$ cat config.mk
export PLATFORM = sky130hd
export DESIGN_NAME = fbdc_regs
export DESIGN_NICKNAME = d
export VERILOG_FILES = /design/src/fbdc_stat_counter.v /design/src/fbdc_regs.v
export VERILOG_INCLUDE_DIRS = /design/src
export SDC_FILE = /design/constraint.sdc
export NUM_CORES = 1
export LEC_CHECK = 0
export BUFFER_PORTS_ARGS = -buffer_cell sky130_fd_sc_hd__buf_4
export CELL_PAD_IN_SITES_DETAIL_PLACEMENT = 0
export CELL_PAD_IN_SITES_GLOBAL_PLACEMENT = 1
export CORE_MARGIN = 4
export CORE_UTILIZATION = 36
export DETAILED_ROUTE_END_ITERATION = 16
export PLACE_DENSITY = 0.74
export SLEW_MARGIN = 15
export SYNTH_ARGS = -nofsm -noshare
export SYNTH_HDL_FRONTEND = slang
export SYNTH_SLANG_ARGS = --single-unit
export TNS_END_PERCENT = 50
$ cat constraint.sdc
create_clock -name clk -period 1.9 [get_ports clk]
set_input_delay 0 -clock clk [delete_from_list [all_inputs] [get_ports clk]]
set_output_delay 0 -clock clk [all_outputs]
set_load 0.02 [all_outputs]
$ cat src/fbdc_consts.vh
`ifndef FBDC_CONSTS_VH
`define FBDC_CONSTS_VH

// ----------------------------------------------------------------
// Register addresses
// ----------------------------------------------------------------
`define FBDC_ADDR_ERROR_CODE     16'h1020
`define FBDC_ADDR_ERROR_ARGUMENT 16'h1021
`define FBDC_ADDR_WORD_OUT_BITS  16'h1022
`define FBDC_ADDR_WORD_IN_BITS   16'h1023
`define FBDC_ADDR_BIT_OUT_COUNT  16'h1024
`define FBDC_ADDR_BIT_IN_COUNT   16'h1025
`define FBDC_ADDR_BOOT_SOURCE    16'h1028
`define FBDC_ADDR_STATISTICS     16'h1029
`define FBDC_ADDR_CONNECTIONS    16'h102A
`define FBDC_ADDR_BUS_RESTART    16'h102B

// ----------------------------------------------------------------
// Boot source codes and reset value
// ----------------------------------------------------------------
`define FBDC_BOOT_NETWORK        16'h0001
`define FBDC_BOOT_DYNAMIC        16'h0002
`define FBDC_BOOT_STORED         16'h0004
`define FBDC_BOOT_RESET          16'h0004

// ----------------------------------------------------------------
// Statistics block layout
// ----------------------------------------------------------------
`define FBDC_STAT_WORDS          9
`define FBDC_STAT_LAST_INDEX     4'h8
`define FBDC_STAT_DEVICE_FAIL    0
`define FBDC_STAT_BAD_HEADER     1
`define FBDC_STAT_BAD_LENGTH     2
`define FBDC_STAT_BAD_FUNCTION   3
`define FBDC_STAT_BAD_ADDRESS    4
`define FBDC_STAT_BAD_VALUE      5
`define FBDC_STAT_OVER_REGS      6
`define FBDC_STAT_OVER_COILS     7
`define FBDC_STAT_RECEIVED       8
`define FBDC_ERR_EVENTS          6
`define FBDC_CLEAR_KEY_A         16'hAA55
`define FBDC_CLEAR_KEY_B         16'h55AA

// ----------------------------------------------------------------
// Request size limits
// ----------------------------------------------------------------
`define FBDC_MAX_REG_READ        16'h007D
`define FBDC_MAX_REG_WRITE       16'h0064
`define FBDC_MAX_COIL_READ       16'h07D0
`define FBDC_MAX_COIL_WRITE      16'h0320

// ----------------------------------------------------------------
// Common values
// ----------------------------------------------------------------
`define FBDC_WORD_ZERO           16'h0000
`define FBDC_WORD_ONE            16'h0001
`define FBDC_WORD_MAX            16'hFFFF

`endif

$ cat src/fbdc_stat_counter.v
`timescale 1ns/1ps
`include "fbdc_consts.vh"

module fbdc_stat_counter (
  input  wire        clk,
  input  wire        rstn,
  input  wire        ce,
  input  wire        clr,
  input  wire        inc,
  output reg  [15:0] count
);

  // ----------------------------------------------------------------
  // Saturating event counter, clear wins; an event in the clear cycle counts as 1
  // ----------------------------------------------------------------
  reg [15:0] next_count;

  always @* begin
    next_count = count;
    if (clr) begin
      next_count = inc ? `FBDC_WORD_ONE : `FBDC_WORD_ZERO;
    end else if (inc && (count != `FBDC_WORD_MAX)) begin
      next_count = count + `FBDC_WORD_ONE;
    end
  end

  always @(posedge clk) begin
    if (!rstn) begin
      count <= `FBDC_WORD_ZERO;
    end else if (ce) begin
      count <= next_count;
    end
  end

endmodule // fbdc_stat_counter

$ cat src/fbdc_regs.v
`timescale 1ns/1ps
`include "fbdc_consts.vh"


module fbdc_regs (
  input  wire        clk,
  input  wire        rstn,
  input  wire        ce,
  input  wire        acc_req,
  input  wire        acc_write,
  input  wire [15:0] acc_addr,
  input  wire [3:0]  acc_index,
  input  wire [15:0] acc_wdata,
  output reg         acc_ack,
  output reg         acc_addr_err,
  output reg  [15:0] acc_rdata,
  input  wire [15:0] error_code,
  input  wire [15:0] error_argument,
  input  wire [15:0] word_output_image_bits,
  input  wire [15:0] word_input_image_bits,
  input  wire [15:0] bit_output_image_count,
  input  wire [15:0] bit_input_image_count,
  input  wire [15:0] open_connection_count,
  input  wire [5:0]  err_event,
  input  wire        mb_req_valid,
  input  wire [15:0] mb_reg_read_qty,
  input  wire [15:0] mb_reg_write_qty,
  input  wire [15:0] mb_coil_read_qty,
  input  wire [15:0] mb_coil_write_qty,
  output reg  [15:0] boot_source_select,
  output reg         module_bus_restart
);

  // ----------------------------------------------------------------
  // Statistics events
  // ----------------------------------------------------------------
  wire [8:0]   stat_inc;
  wire [143:0] stat_flat;
  wire         stat_clr;
  wire         wr_go;
  wire         rd_go;
  wire         over_regs;
  wire         over_coils;

  assign wr_go = acc_req && acc_write;
  assign rd_go = acc_req && !acc_write;

  assign over_regs  = (mb_reg_read_qty  > `FBDC_MAX_REG_READ) ||
                      (mb_reg_write_qty > `FBDC_MAX_REG_WRITE);
  assign over_coils = (mb_coil_read_qty  > `FBDC_MAX_COIL_READ) ||
                      (mb_coil_write_qty > `FBDC_MAX_COIL_WRITE);

  assign stat_inc[`FBDC_ERR_EVENTS-1:0] = err_event;
  assign stat_inc[`FBDC_STAT_OVER_REGS]  = mb_req_valid && over_regs;
  assign stat_inc[`FBDC_STAT_OVER_COILS] = mb_req_valid && over_coils;
  assign stat_inc[`FBDC_STAT_RECEIVED]   = mb_req_valid;

  assign stat_clr = wr_go && (acc_addr == `FBDC_ADDR_STATISTICS) &&
                    ((acc_wdata == `FBDC_CLEAR_KEY_A) ||
                     (acc_wdata == `FBDC_CLEAR_KEY_B));

  // ----------------------------------------------------------------
  // Counter bank
  // ----------------------------------------------------------------
  genvar gi;
  generate
    for (gi = 0; gi < `FBDC_STAT_WORDS; gi = gi + 1) begin : g_stat
      fbdc_stat_counter u_cnt (
        .clk   (clk),
        .rstn  (rstn),
        .ce    (ce),
        .clr   (stat_clr),
        .inc   (stat_inc[gi]),
        .count (stat_flat[gi*16 +: 16])
      );
    end
  endgenerate

  // ----------------------------------------------------------------
  // Read decode
  // ----------------------------------------------------------------
  reg [15:0] next_rdata;
  reg        next_err;

  always @* begin
    next_rdata = `FBDC_WORD_ZERO;
    next_err   = 1'b0;
    case (acc_addr)
      `FBDC_ADDR_ERROR_CODE:     next_rdata = error_code;
      `FBDC_ADDR_ERROR_ARGUMENT: next_rdata = error_argument;
      `FBDC_ADDR_WORD_OUT_BITS:  next_rdata = word_output_image_bits;
      `FBDC_ADDR_WORD_IN_BITS:   next_rdata = word_input_image_bits;
      `FBDC_ADDR_BIT_OUT_COUNT:  next_rdata = bit_output_image_count;
      `FBDC_ADDR_BIT_IN_COUNT:   next_rdata = bit_input_image_count;
      `FBDC_ADDR_BOOT_SOURCE:    next_rdata = boot_source_select;
      `FBDC_ADDR_CONNECTIONS:    next_rdata = open_connection_count;
      `FBDC_ADDR_STATISTICS: begin
        if (acc_index > `FBDC_STAT_LAST_INDEX) begin
          next_err = 1'b1;
        end else begin
          next_rdata = stat_flat[acc_index*16 +: 16];
        end
      end
      `FBDC_ADDR_BUS_RESTART:    next_err = 1'b1;
      default:                   next_err = 1'b1;
    endcase
  end

  // ----------------------------------------------------------------
  // Access answer, one word per access
  // ----------------------------------------------------------------
  reg wr_err;

  always @* begin
    case (acc_addr)
      `FBDC_ADDR_BOOT_SOURCE:  wr_err = 1'b0;
      `FBDC_ADDR_STATISTICS:   wr_err = 1'b0;
      `FBDC_ADDR_BUS_RESTART:  wr_err = 1'b0;
      default:                 wr_err = 1'b1;
    endcase
  end

  always @(posedge clk) begin
    if (!rstn) begin
      acc_ack      <= 1'b0;
      acc_addr_err <= 1'b0;
      acc_rdata    <= `FBDC_WORD_ZERO;
    end else if (ce) begin
      acc_ack      <= acc_req;
      acc_addr_err <= rd_go ? next_err : (wr_go && wr_err);
      if (rd_go) begin
        acc_rdata <= next_rdata;
      end
    end
  end

  // ----------------------------------------------------------------
  // Writable state
  // ----------------------------------------------------------------
  always @(posedge clk) begin
    if (!rstn) begin
      boot_source_select <= `FBDC_BOOT_RESET;
      module_bus_restart <= 1'b0;
    end else if (ce) begin
      module_bus_restart <= wr_go &&
                            (acc_addr == `FBDC_ADDR_BUS_RESTART);
      if (wr_go && (acc_addr == `FBDC_ADDR_BOOT_SOURCE)) begin
        boot_source_select <= acc_wdata;
      end
    end
  end

endmodule // fbdc_regs

# [Yosys cells after proc, flatten, opt, wreduce, memory -nomap -nowiden]
# Index checks and enable logic that the tools add are counted.
[classes] n_shift=1 add_sub_neg=9 reduce_logical=44 n_eq_ne=21 mux=33 order_cmp=5
[ops] operator="16-bit two-way mux" n=19
[ops] operator="16-bit by 13-bit equality test with 1-bit output, second input constant" n=10
[ops] operator="16-bit by 1-bit adder with 16-bit output, second input constant" n=9
[ops] operator="16-bit != test, second input constant" n=9
[ops] operator="16-bit one-hot mux with 9 select lines" n=1
[ops] operator="144-bit by 9-bit variable part select with 16-bit output" n=1
[ops] operator="16-bit by 7-bit greater-than comparator with 1-bit output, second input constant" n=2
[ops] operator="2-bit AND reduction" n=11
[ops] operator="1-bit logical AND" n=18
[ops] operator="2-bit nonzero test" n=9
[ops] operator="16-bit by 15-bit equality test with 1-bit output, second input constant" n=1
[ops] operator="16-bit equality test, second input constant" n=1
[ops] operator="16-bit by 10-bit greater-than comparator with 1-bit output, second input constant" n=1
[ops] operator="16-bit by 11-bit greater-than comparator with 1-bit output, second input constant" n=1
[ops] operator="1-bit two-way mux" n=12
[ops] operator="8-bit OR reduction" n=1
[ops] operator="4-bit greater-than comparator, second input constant" n=1
[ops] operator="1-bit logical OR" n=3
[ops] operator="3-bit OR reduction" n=1
[ops] operator="1-bit one-hot mux with 2 select lines" n=1
[ops] operator="1-bit zero test" n=1
[word_totals] out_inout_bits=35 inputBits=224 register_bits=179 word_cells=127

# [Depth between registers and ports, before layout]
# Gate-level depths: netlist (run 1).
[logic_depth] ltp_word=6 mapped_depth=9 depth_no_buf=7

# [By module]
# Synthesis (run 1) repeated with hierarchy kept, for this count alone.
[unflattened] hier_cells=1511 area_unflattened_um2=12942.4
[modules_own_cells] mod="fbdc_stat_counter" n_inst=9 area_per_inst_um2=996.0 seq_area_each_um2=320.3 cells_per_inst=114
[modules_own_cells] mod="fbdc_regs" n_inst=1 area_per_inst_um2=3978.8 seq_area_each_um2=700.7 cells_per_inst=485

# [Worst setup path before layout (run 1)]
# Ideal clock, no wire load.
[synth_path] path_kind="register to register" start="reg g_stat[8].u_cnt.count[0]" end="reg g_stat[8].u_cnt.count[14]" required_ns=1.772 path_slack_ns=-0.083 arrival_ns=1.855 stages_incl_launch_ff=9 setup_time_ns=0.128 n_path_buf=2 cell_sequence="dfxtp_1 > ha_1 > clkbuf_1 > and3_1 > a31oi_1 > clkbuf_1 > o211ai_1 > xnor2_1 > nor2_1"
[synth_via] elab_chain_cells=4 word_cells_on_any_way=7 classes_between="add/sub (1); eq/ne (1); mux (2); reduce/logical (3)"
[synth_rtl] item="start, declared" line_no="fbdc_stat_counter.v:10" source="output reg [15:0] count"
[synth_rtl] item="start signal, assigned" line_no="fbdc_stat_counter.v:29" source="count <= `FBDC_WORD_ZERO;"
[synth_rtl] item="start signal, assigned" line_no="fbdc_stat_counter.v:31" source="count <= next_count;"
[synth_rtl] item="parallel branches: the longest is 4 deep, another holds 16-bit by 1-bit adder with 16-bit output"
# Several ways; the timed one is not identified. The select of a mux whose other input is x is not followed.
# A chain may end at the register's enable or synchronous reset.

# [Worst setup path after layout (run 1)]
[layout_path] start="in acc_addr[15]" end="reg acc_rdata[15]"
[layout_via] elab_chain_cells=2 word_cells_on_any_way=10 classes_between="eq/ne (9); mux (1)"
[layout_rtl] item="start, declared" line_no="fbdc_regs.v:11" source="input wire [15:0] acc_addr,"
[layout_rtl] item="16-bit by 13-bit equality test with 1-bit output" line_no="fbdc_regs.v:88" source="case (acc_addr)"
[layout_rtl] item="16-bit one-hot mux with 9 select lines *" line_no="fbdc_regs.v:88"
[layout_rtl] item="end signal, assigned" line_no="fbdc_regs.v:127" source="acc_rdata <= `FBDC_WORD_ZERO;"
[layout_rtl] item="end signal, assigned" line_no="fbdc_regs.v:132" source="acc_rdata <= next_rdata;"
[layout_rtl] item="end, declared" line_no="fbdc_regs.v:16" source="output reg [15:0] acc_rdata,"
# Every way passes the cells marked *; elsewhere a longest branch is shown, timed or not.

==> results.yml, run 1 <==
outcome:
  status: "complete, but fails checks"
  failed_checks: "setup timing"
timing:
  setup_slack_ns: -0.00631
  unrepaired_setup_endpoints_after_global_routing: "true"
  final_min_period_over_clock_period: 1.00
  timing.hold.ws_ns: 0.00902
  clock-skew-final_ns: 0.0166
  finalCriticalPeriod_ns: 1.91
  totalNegativeSetupSlack_ns: -0.00631
  fmaxAchievable_mhz: 525
  finalSetupViolations: 1
  report.final.hold_viol_count: 0
  finalMaxSlewViolations: 0
  slew_headroom: 0.380
  worst_pin_slew_ns: 0.926
finish:
  layout_stage_area_growth_over_the_synthesis_result_pct: 51.7
  layoutNonFillerInstCount: 2126
  layout.core_utilization: 0.561
  finish.net_count: 1962
  insertedDiodeCount: 0
  drive_above_1_share: 0.358
  fin_area_um2: 16300
floorplan:
  die-height_um: 181
  fp.dieArea_um2: 32600
  rows: 62
  floorplan.core_area_um2: 29000
  fp.dieW_um: 181
  io_pins: 259
  initial_utilization: 0.370
global_route:
  grt.busiest_layer: "met2"
  grt_util_all_layers: 0.254
  antenna_found_initial: 0
  grt_pass1_wl_mm: 66.0
  vias_in_the_first_global_route: 11500
  use_met1: 0.345
  grtUsageMet3: 0.0527
  grt.met2_usage: 0.411
  gr-total-overflow: 0
  grt_start_max_net_pins: 25
setup_path:
  critical_path_peak_fanout: 16
  worstPathRequired_ns: 2.26
  crit_path_start_kind: "input port"
  timing.critical_path.slowest_stage_cell: "dlygate4sd3_1"
  list_of_cells_traversed_by_the_critical_path: "buf_4 -> nor4b_4 -> buf_4 -> nand3_2 -> buf_12 -> nor4_4 -> buf_12 -> a22o_1 -> a21oi_1 -> dlygate4sd3_1 -> a31oi_1"
  critical_path.max_stage_delay_ns: 0.57
  setup.worst_path.end_class: "flop"
  cpLargestDelayFamily: "buffers and inverters"
  cp_num_buf_inv: 5
  setup.reg_to_reg.worst_slack_ns: 0.04
  cp_data_arrival_time_ns: 2.27
  worstSetupPathType: "input port to flop"
routing:
  detail_route.iter0.violations: 1232
  route.detailed.drc: 0
  total_via_count_in_the_routed_design: 12000
  remaining_antenna_violation_count_after_routing: 0
  vias_per_cell: 5.65
  overall_routed_net_length_mm: 43.9
  avgRoutedWirePerCell_um: 20.7
  firstDrtPassIters: 6
synth:
  synth-simple-area-share: 0.225
  count_leader_synth: "dfxtp_1"
  ys.warnings.count: 0
  multiplexer_fraction_of_the_synthesized_cell_area: 0.0887
  postSynth.asyncResetShare: 0
  yosys-top-cells-area: "dfxtp_1 33%, xor2_1 6.0%, nor2_1 5.7%, mux4_2 3.8%, nand2_1 3.5%"
  ys_top_cells_by_count: "179 x dfxtp_1, 162 x nor2_1, 100 x nand2_1, 74 x xor2_1, 49 x a21oi_1"
  synth_largest_area_cell: "dfxtp_1"
  synth.ff_latch_count: 179
  synth.lib_cells_used.distinct: 64
  syn-num-nets: 1481
  syn_area_um2: 10700
  sequential_to_total_area_share_from_yosys_stat: 0.334
  post_synthesis_xor_xnor_area_fraction: 0.0743
  post-synth-top-area-fraction: 0.334
  area_share_of_fa_ha_maj_cells_after_synthesis: 0.0105
  synth-edff-count: 0
  synth_ff_type: "dfxtp_1"
  synth_area_per_cell_um2: 8.59
  synth-compound-area-share: 0.227
  mapped_cells: 1248
  synth_top_family_by_area: "compound AO/OA/AOI/OAI gates"
place:
  gp_congestion: 0.936
  dp.final_hpwl_mm: 33.7
  placedInstanceArea_um2: 14600
  numPlacedInstances: 2012
  buffer_ports.inserted: 257
  dp_slack_ns: -0.384
power_and_ir_drop:
  power.density_nw_per_um2: 526
  vdd.ir_drop.worst_uv: 586
  power.leakage_nw: 6.29
  power_mw: 8.56
cts:
  cts.clk_slew.worst_paths_ns: 0.08
  ctsLongestPathBuffers: 2
  htreeDepth: 4
  cell_chosen_for_the_clock_root: "clkbuf_16"
  cts_sinks: 179
  cts_tree: "built"
  worstSkewPairLatency_ns: 0.45
  cts_inserted_buffers: 17
run:
  max_cap_viol_count: 0
hold_path:
  worstHoldPathType: "input port to flop"
placed cells by master (no fill, tap or decap), types with 8 or more instances in the layout:
cell,Yosys,final
or4_1,17,14
and3_1,35,35
o21ai_0,45,45
xor2_1,74,74
a21oi_1,49,43
nor2_1,162,157
o21a_1,17,17
a22oi_1,22,22
nor4_1,11,8
mux4_2,18,18
a22o_1,12,12
dfxtp_1,179,163
dfxtp_2,0,14
mux2_2,28,28
nand4_1,22,22
o22ai_1,14,11
nand3_1,25,24
buf_12,0,20
nand2_1,100,99
inv_1,21,21
or3_1,29,29
a221oi_1,19,19
a31oi_1,20,19
mux2i_1,23,23
and4_1,9,8
a211oi_1,9,8
o2111ai_1,33,32
buf_4,1,442
nor4bb_1,8,8
o31ai_1,24,22
dlygate4sd3_1,0,71
xnor2_1,17,17
a222oi_1,9,9
o211ai_1,39,39
clkbuf_16,0,17
path summary, 6_finish.rpt:
path                                                       startpoint                                    end  depth (start not counted)
worst min register to register  g_stat[1].u_cnt.count[0]$_SDFFE_PN0P_  g_stat[1].u_cnt.count[0]$_SDFFE_PN0P_                          2
worst max-delay path                                     acc_addr[15]             acc_rdata[15]$_SDFFE_PN0P_                         11
worst min-delay path                                error_argument[3]              acc_rdata[3]$_SDFFE_PN0P_                          4
worst max register to register  g_stat[3].u_cnt.count[0]$_SDFFE_PN0P_  g_stat[3].u_cnt.count[0]$_SDFFE_PN0P_                          8
repair_timing:
| item | CTS | global route |
|---|---|---|
| endpoints found under the setup margin | 30 | 97 |
| resized for setup | 5 | 64 |
| gates cloned | 0 | 3 |
| hold buffers | 71 | 0 |
| pin swaps | 0 | 16 |
| hold endpoints to repair | 42 | 0 |
| setup buffers | 0 | 8 |
per-layer routing:
metal | part of all wire | vias to the layer above
met5 | 0 | -
met4 | 0.027 | 0
met3 | 0.062 | 72
met2 | 0.47 | 381
met1 | 0.44 | 5851
li1 | - | 5717
registers in the layout, indices dropped and copies added, names as in the netlist:
register and count:
acc_ack 1, boot_source_select 16, acc_addr_err 1, module_bus_restart 1, acc_rdata 16, g_stat.u_cnt.count 144
final cells by class:
class | count | area (um2)
Timing Repair Buffer | 539 | 4500
Fill cell | 2697 | 12700
Inverter | 21 | 78.8
Clock buffer | 18 | 439
Clock inverter | 14 | 156
Multi-Input combinational cell | 971 | 7000
Sequential cell | 179 | 3610
Tap cell | 384 | 480
report_power, final:
part / switching [mW] / leakage [nW] / internal [mW] / total [mW]
clock: 1.81 / 0.295 / 1.81 / 3.62
combinational: 0.504 / 4.55 / 0.645 / 1.15
sequential: 0.0232 / 1.45 / 3.77 / 3.79
tightest hold or removal path: stages:
cell and delay (ns):
buf_4 0.08, a22oi_1 0.05, and3_1 0.16, a21oi_1 0.13
cell families (layout without fill, tap and decap cells):
logic type               count (synthesis)  after routing
AO/OA/AOI/OAI                          341            344
XOR/XNOR                                91             91
adder cells (fa/ha/maj)                  9              9
buffers and inverters                  101            592
flip-flops                             179            179
multiplexers                            69             69
AND/OR/NAND/NOR                        458            458
(Power assumes the default switching activity.)
==> inputs of run 2 (changes only) <==
Settings changed: ABC_AREA from default to 1, CORE_UTILIZATION 36 to 34.
==> results.yml, run 2 <==
power_and_ir_drop:
  clock_power_share: 0.421
  power.net_switching_mw: 2.50
  vdd.ir_drop.worst_uv: 491
  power.density_nw_per_um2: 509
  power.leakage_nw: 7.07
  power_frac_comb: 0.145
  seq_power_share: 0.433
  power_mw: 8.75
  p_int_mw: 6.25
  swShare: 0.286
setup_path:
  list_of_cells_traversed_by_the_critical_path: "ha_2 -> nand2_1 -> nor2_2 -> nand2_1 -> nor2_1 -> nor2_1 -> nand2_1 -> nand2_1 -> inv_1 -> buf_12 -> nand2_1 -> a21oi_1"
  critPathMostFrequentCell: "nand2_1"
  worstPathRequired_ns: 2.28
  cp_num_buf_inv: 2
  crit_path_start_kind: "flop"
  critical_path.max_stage_delay_ns: 0.39
  worstSetupPathType: "flop to flop"
  count_of_cells_along_the_worst_register_to_register_path: 12
  timing.critical_path.slowest_stage_cell: "dfxtp_1"
  critical_path_peak_fanout: 11
  cpLargestDelayFamily: "simple AND/OR/NAND/NOR gates"
  critPathCapture: "g_stat[3].u_cnt.count[14]$_SDFFE_PN0P_"
  timing.critical_path.from: "g_stat[3].u_cnt.count[1]$_SDFFE_PN0P_"
  crit-reg2reg-launch: "g_stat[3].u_cnt.count[1]$_SDFFE_PN0P_"
  cp_data_arrival_time_ns: 2.17
  setup.reg_to_reg.worst_slack_ns: 0.12
  reg2reg_to: "g_stat[3].u_cnt.count[14]$_SDFFE_PN0P_"
  setup.worst_path.end_class: "flop"
  cp.depth: 12
synth:
  synth_largest_area_cell: "dfxtp_1"
  synth.lib_cells_used.distinct: 32
  synth_ff_type: "dfxtp_1"
  synth-edff-count: 0
  ys_top_cells_by_count: "614 x nand2_1, 334 x nand3_1, 301 x nor2_1, 179 x dfxtp_1, 179 x inv_1"
  synth.ff_latch_count: 179
  synth_area_per_cell_um2: 5.83
  ys.warnings.count: 0
  count_leader_synth: "nand2_1"
  post-synth-top-area-fraction: 0.280
  postSynth.asyncResetShare: 0
  syn-num-nets: 2428
  mapped_cells: 2195
  syn_area_um2: 12800
  sequential_to_total_area_share_from_yosys_stat: 0.280
  yosys-top-cells-area: "dfxtp_1 28%, nand2_1 18%, nand3_1 13%, nor2_1 8.8%, a21oi_1 6.8%"
cts:
  cell_chosen_for_the_clock_root: "clkbuf_16"
  cts_inserted_buffers: 17
  cts_setup_buffers: 0
  cts_sinks: 179
  ctsLongestPathBuffers: 2
  htreeDepth: 4
  cts_tree: "built"
  cts.clk_slew.worst_paths_ns: 0.08
  worstSkewPairLatency_ns: 0.45
place:
  dp.final_hpwl_mm: 41.2
  dp_slack_ns: -0.0263
  buffer_ports.inserted: 257
  placedInstanceArea_um2: 16100
  gp_congestion: 0.953
global_route:
  gr-total-overflow: 0
  vias_in_the_first_global_route: 15000
  antenna_found_initial: 1
  grt_util_all_layers: 0.249
  grt_start_max_net_pins: 89
  grt_pass1_wl_mm: 81.2
finish:
  most_flop_heavy_register: "g_stat.u_cnt.count"
  drive_above_1_share: 0.191
  reg.largest.list: "g_stat.u_cnt.count x144, acc_rdata x16, boot_source_select x16"
  final_common_cell: "nand2_1"
  largest_register_ff_count: 144
  finish.net_count: 2781
  layout.cells.most_common_list: "608 x nand2_1, 387 x buf_4, 334 x nand3_1"
  layout_stage_area_growth_over_the_synthesis_result_pct: 34.2
  fin_area_um2: 17200
routing:
  route.detailed.drc: 0
  total_via_count_in_the_routed_design: 15500
  detail_route.iter0.violations: 1032
  remaining_antenna_violation_count_after_routing: 0
  vias_per_cell: 5.06
  overall_routed_net_length_mm: 52.6
  firstDrtPassIters: 5
  avgRoutedWirePerCell_um: 17.2
timing:
  clock-skew-final_ns: 0.0135
  worst_pin_slew_ns: 0.500
  finalCriticalPeriod_ns: 1.78
  setup_slack_ns: 0.116
  finalSetupViolations: 0
  report.final.hold_viol_count: 0
  totalNegativeSetupSlack_ns: 0
  unrepaired_setup_endpoints_after_global_routing: "true"
  slew_headroom: 0.665
  fmaxAchievable_mhz: 560
  finalMaxSlewViolations: 0
  final_min_period_over_clock_period: 0.939
floorplan:
  io_pins: 259
  floorplan.core_area_um2: 36900
  rows: 70
  die-height_um: 202
  initial_utilization: 0.347
  fp.dieArea_um2: 40800
  fp.dieW_um: 202
hold_path:
  worstHoldPathType: "input port to flop"
outcome:
  status: "finished, final reports clean"
run:
  max_cap_viol_count: 0
-- run 2: routing by layer --
| layer | routed length (um) | global-route usage |
|---|---|---|
| met1 | 22300 | 0.306 |
| met2 | 24700 | 0.423 |
| met3 | 3740 | 0.0539 |
| met4 | 1850 | 0.100 |
| met5 | 0 | 0 |
-- run 2: power by group through the flow --
stage | clock network, mW | registers (mW) | logic, mW
after global routing | 3.88 | 3.79 | 1.38
after floorplan | 0 | 3.88 | 0.488
final | 3.68 | 3.79 | 1.27
after CTS | 3.79 | 3.79 | 1.25
after detailed placement | 0 | 3.88 | 1.18
after global placement | 0 | 3.88 | 1.18
-- run 2: worst min path at each step --
| stage | from | endpoint | slack [ns] | cells after the start |
|---|---|---|---|---|
| 3_3_place_gp | acc_req | acc_addr_err$_SDFFE_PN0P_ | 0.30 | 3 |
| 5_1_grt | error_argument[9] | acc_rdata[9]$_SDFFE_PN0P_ | 0.06 | 7 |
| 6_report | acc_addr[10] | module_bus_restart$_SDFFE_PN0P_ | 0.03 | 6 |
| 3_5_place_dp | acc_req | acc_addr_err$_SDFFE_PN0P_ | 0.30 | 3 |
| 2_1_floorplan | acc_req | acc_addr_err$_SDFFE_PN0P_ | 0.16 | 2 |
| 4_1_cts | acc_addr[10] | module_bus_restart$_SDFFE_PN0P_ | 0.002 | 6 |
-- run 2: layout make-up --
cell class                      count  area (um2)
Timing Repair inverter              2        15.0
Clock buffer                       17         425
Fill cell                        3947       19700
Multi-Input combinational cell   1721        8060
Sequential cell                   179        3590
Clock inverter                     15         160
Antenna cell                        1        2.50
Tap cell                          504         631
Timing Repair Buffer              439        3550
Inverter                          188         726
-- run 2: cells by family (layout without fill, tap and decap cells) --
| kind of cell | count (synthesis) | count (layout) | synth area share |
|---|---|---|---|
| buffers and inverters | 295 | 661 | 0.0956 |
| other | 0 | 1 | 0 |
| AND/OR/NAND/NOR | 1380 | 1380 | 0.458 |
| adder cells (fa/ha/maj) | 9 | 9 | 0.00881 |
| flip-flops | 179 | 179 | 0.280 |
| AO/OA/AOI/OAI | 252 | 252 | 0.103 |
| XOR/XNOR | 80 | 80 | 0.0548 |
-- run 2: worst min-delay path, cell delays in order --
cell,delay [ns]
buf_4,0.07
nor2_1,0.03
nand2_1,0.12
nor4_1,0.10
nand2_1,0.06
a21oi_1,0.05
-- run 2: per-stage QoR --
stage,hold WS [ns],cells,util
3_5_place_dp,0.302,2993,0.436
6_report,0.0261,3066,0.466
3_3_place_gp,0.299,2993,0.436
4_1_cts,0.00232,3062,0.462
5_1_grt,0.0603,3066,0.466
2_1_floorplan,0.158,2195,-
-- run 2: what timing repair did --
action                                  CTS  global route
pin swaps                                 0             2
cloned                                    0             3
endpoints found under the setup margin   10           134
hold buffers                             37             0
endpoints found under the hold margin    38             0
gates resized for setup                   1            43
==> inputs of run 3 (changes only) <==
Settings changed: CELL_PAD_IN_SITES_DETAIL_PLACEMENT 0 to 1.
==> results.yml, run 3 (synthesis results as in run 2) <==
routing:
  firstDrtPassIters: 5
  vias_per_cell: 5.22
  overall_routed_net_length_mm: 57.9
  remaining_antenna_violation_count_after_routing: 0
  route.detailed.drc: 0
  detail_route.iter0.violations: 869
  total_via_count_in_the_routed_design: 16000
  avgRoutedWirePerCell_um: 18.9
setup_path:
  crit_path_start_kind: "flop"
  setup.reg_to_reg.worst_slack_ns: 0.09
  cp_data_arrival_time_ns: 2.20
  count_of_cells_along_the_worst_register_to_register_path: 9
  critical_path_peak_fanout: 6
  crit-reg2reg-launch: "g_stat[6].u_cnt.count[2]$_SDFFE_PN0P_"
  setup.worst_path.end_class: "flop"
  reg2reg_to: "g_stat[6].u_cnt.count[15]$_SDFFE_PN0P_"
  worstSetupPathType: "flop to flop"
  worstPathRequired_ns: 2.29
timing:
  fmaxAchievable_mhz: 552
  unrepaired_setup_endpoints_after_global_routing: "true"
  report.final.hold_viol_count: 0
  finalSetupViolations: 0
  final_min_period_over_clock_period: 0.954
  finalCriticalPeriod_ns: 1.81
  finalMaxSlewViolations: 0
  worst_pin_slew_ns: 0.544
  slew_headroom: 0.635
  clock-skew-final_ns: 0.0158
  setup_slack_ns: 0.0874
global_route:
  gr-total-overflow: 0
  grt_util_all_layers: 0.272
  vias_in_the_first_global_route: 16500
  grt_pass1_wl_mm: 89.3
  antenna_found_initial: 0
  grt_start_max_net_pins: 89
finish:
  layout_stage_area_growth_over_the_synthesis_result_pct: 34.9
  fin_area_um2: 17300
  layout.cells.most_common_list: "605 x nand2_1, 383 x buf_4, 334 x nand3_1"
  drive_above_1_share: 0.200
  finish.net_count: 2782
  most_flop_heavy_register: "g_stat.u_cnt.count"
  insertedDiodeCount: 0
  final_common_cell: "nand2_1"
  reg.largest.list: "g_stat.u_cnt.count x144, acc_rdata x16, boot_source_select x16"
  largest_register_ff_count: 144
hold_path:
  worstHoldStart: "bit_output_image_count[1]"
  worstHoldPathCells: 7
  worstHoldPathType: "input port to flop"
  min_delay_worst_endpoint: "acc_rdata[1]$_SDFFE_PN0P_"
cts:
  ctsLongestPathBuffers: 2
  worstSkewPairLatency_ns: 0.47
  cts_tree: "built"
  cts_inserted_buffers: 17
  cts_sinks: 179
  htreeDepth: 4
  cell_chosen_for_the_clock_root: "clkbuf_16"
  cts.clk_slew.worst_paths_ns: 0.07
place:
  buffer_ports.inserted: 257
  placedInstanceArea_um2: 16100
  dp.final_hpwl_mm: 45.0
  dp_slack_ns: -0.129
  gp_congestion: 0.953
floorplan:
  fp.dieArea_um2: 40800
  rows: 70
  initial_utilization: 0.347
  floorplan.core_area_um2: 36900
  fp.dieW_um: 202
  die-height_um: 202
  io_pins: 259
power_and_ir_drop:
  power_mw: 8.57
  power.density_nw_per_um2: 497
  power.leakage_nw: 7.10
  vdd.ir_drop.worst_uv: 356
outcome:
  status: "finished, final reports clean"
run:
  max_cap_viol_count: 0
[run 3: cell types whose count changed in the layout (fill, tap and decap cells not counted), sizes merged, moves of 2 or more]
cell	change
buf	+2
clkbuf	+2
clkinvlp	+2
inv	-4
dlygate4sd3	-2
[run 3: how the worst max path moves through the flow]
stage	from	end	slack, ns	depth (start not counted)
finish	g_stat[6].u_cnt.count[2]$_SDFFE_PN0P_	g_stat[6].u_cnt.count[15]$_SDFFE_PN0P_	0.09	9
global route	acc_wdata[12]	g_stat[7].u_cnt.count[0]$_SDFFE_PN0P_	-0.05	14
CTS	g_stat[0].u_cnt.count[1]$_SDFFE_PN0P_	g_stat[0].u_cnt.count[0]$_SDFFE_PN0P_	0.008	11
detailed placement	g_stat[0].u_cnt.count[1]$_SDFFE_PN0P_	g_stat[0].u_cnt.count[1]$_SDFFE_PN0P_	-0.13	11
global placement	g_stat[0].u_cnt.count[0]$_SDFFE_PN0P_	g_stat[0].u_cnt.count[1]$_SDFFE_PN0P_	0.02	11
floorplan	g_stat[7].u_cnt.count[0]$_SDFFE_PN0P_	g_stat[7].u_cnt.count[10]$_SDFFE_PN0P_	0.14	10
[run 3: area by class of cell]
class	count	area, um2
Fill cell	5061	19600
Multi-Input combinational cell	1722	8180
Sequential cell	179	3590
Timing Repair Buffer	439	3570
Inverter	188	726
Tap cell	504	631
Clock buffer	19	443
Clock inverter	13	98.8
Timing Repair inverter	2	15.0
[run 3: what timing repair did]
| action | 4_1_cts | 5_1_grt |
|---|---|---|
| pin swaps | 0 | 11 |
| hold buffers | 35 | 0 |
| hold endpoints to repair | 37 | 0 |
| buffers inserted | 0 | 2 |
| cloned | 0 | 4 |
| gates resized for setup | 7 | 69 |
| setup endpoints to repair | 28 | 146 |
[run 3: critical path, stage by stage (launching register included)]
cell and delay, ns:
dfxtp_1 0.44, nand3_1 0.14, nor2_1 0.19, nand2_1 0.13
nor2_1 0.22, nand3_1 0.15, xor2_1 0.17, nor2_1 0.10
nand2_1 0.06, a21oi_1 0.13
[run 3: through the flow]
step                      hold WS (ns)  setup TNS (ns)   util  cells
after floorplan                  0.158               0      -   2195
after global placement           0.299               0  0.436   2993
after detailed placement         0.306           -1.28  0.436   2993
after CTS                      0.00503               0  0.461   3060
after global routing            0.0570          -0.312  0.468   3066
final                           0.0135               0  0.468   3066
[run 3: power by group]
group | internal (mW) | switching [mW] | total (mW)
clock | 1.73 | 1.75 | 3.47
sequential | 3.77 | 0.0210 | 3.80
combinational | 0.609 | 0.698 | 1.31
[run 3: per-layer routing]
metal | GRT usage | share of wire | vias up
met1 | 0.328 | 0.42 | 7615
met5 | 0 | 0 | -
met3 | 0.0520 | 0.059 | 82
met2 | 0.488 | 0.50 | 470
li1 | - | - | 7825
met4 | 0.0874 | 0.028 | 0
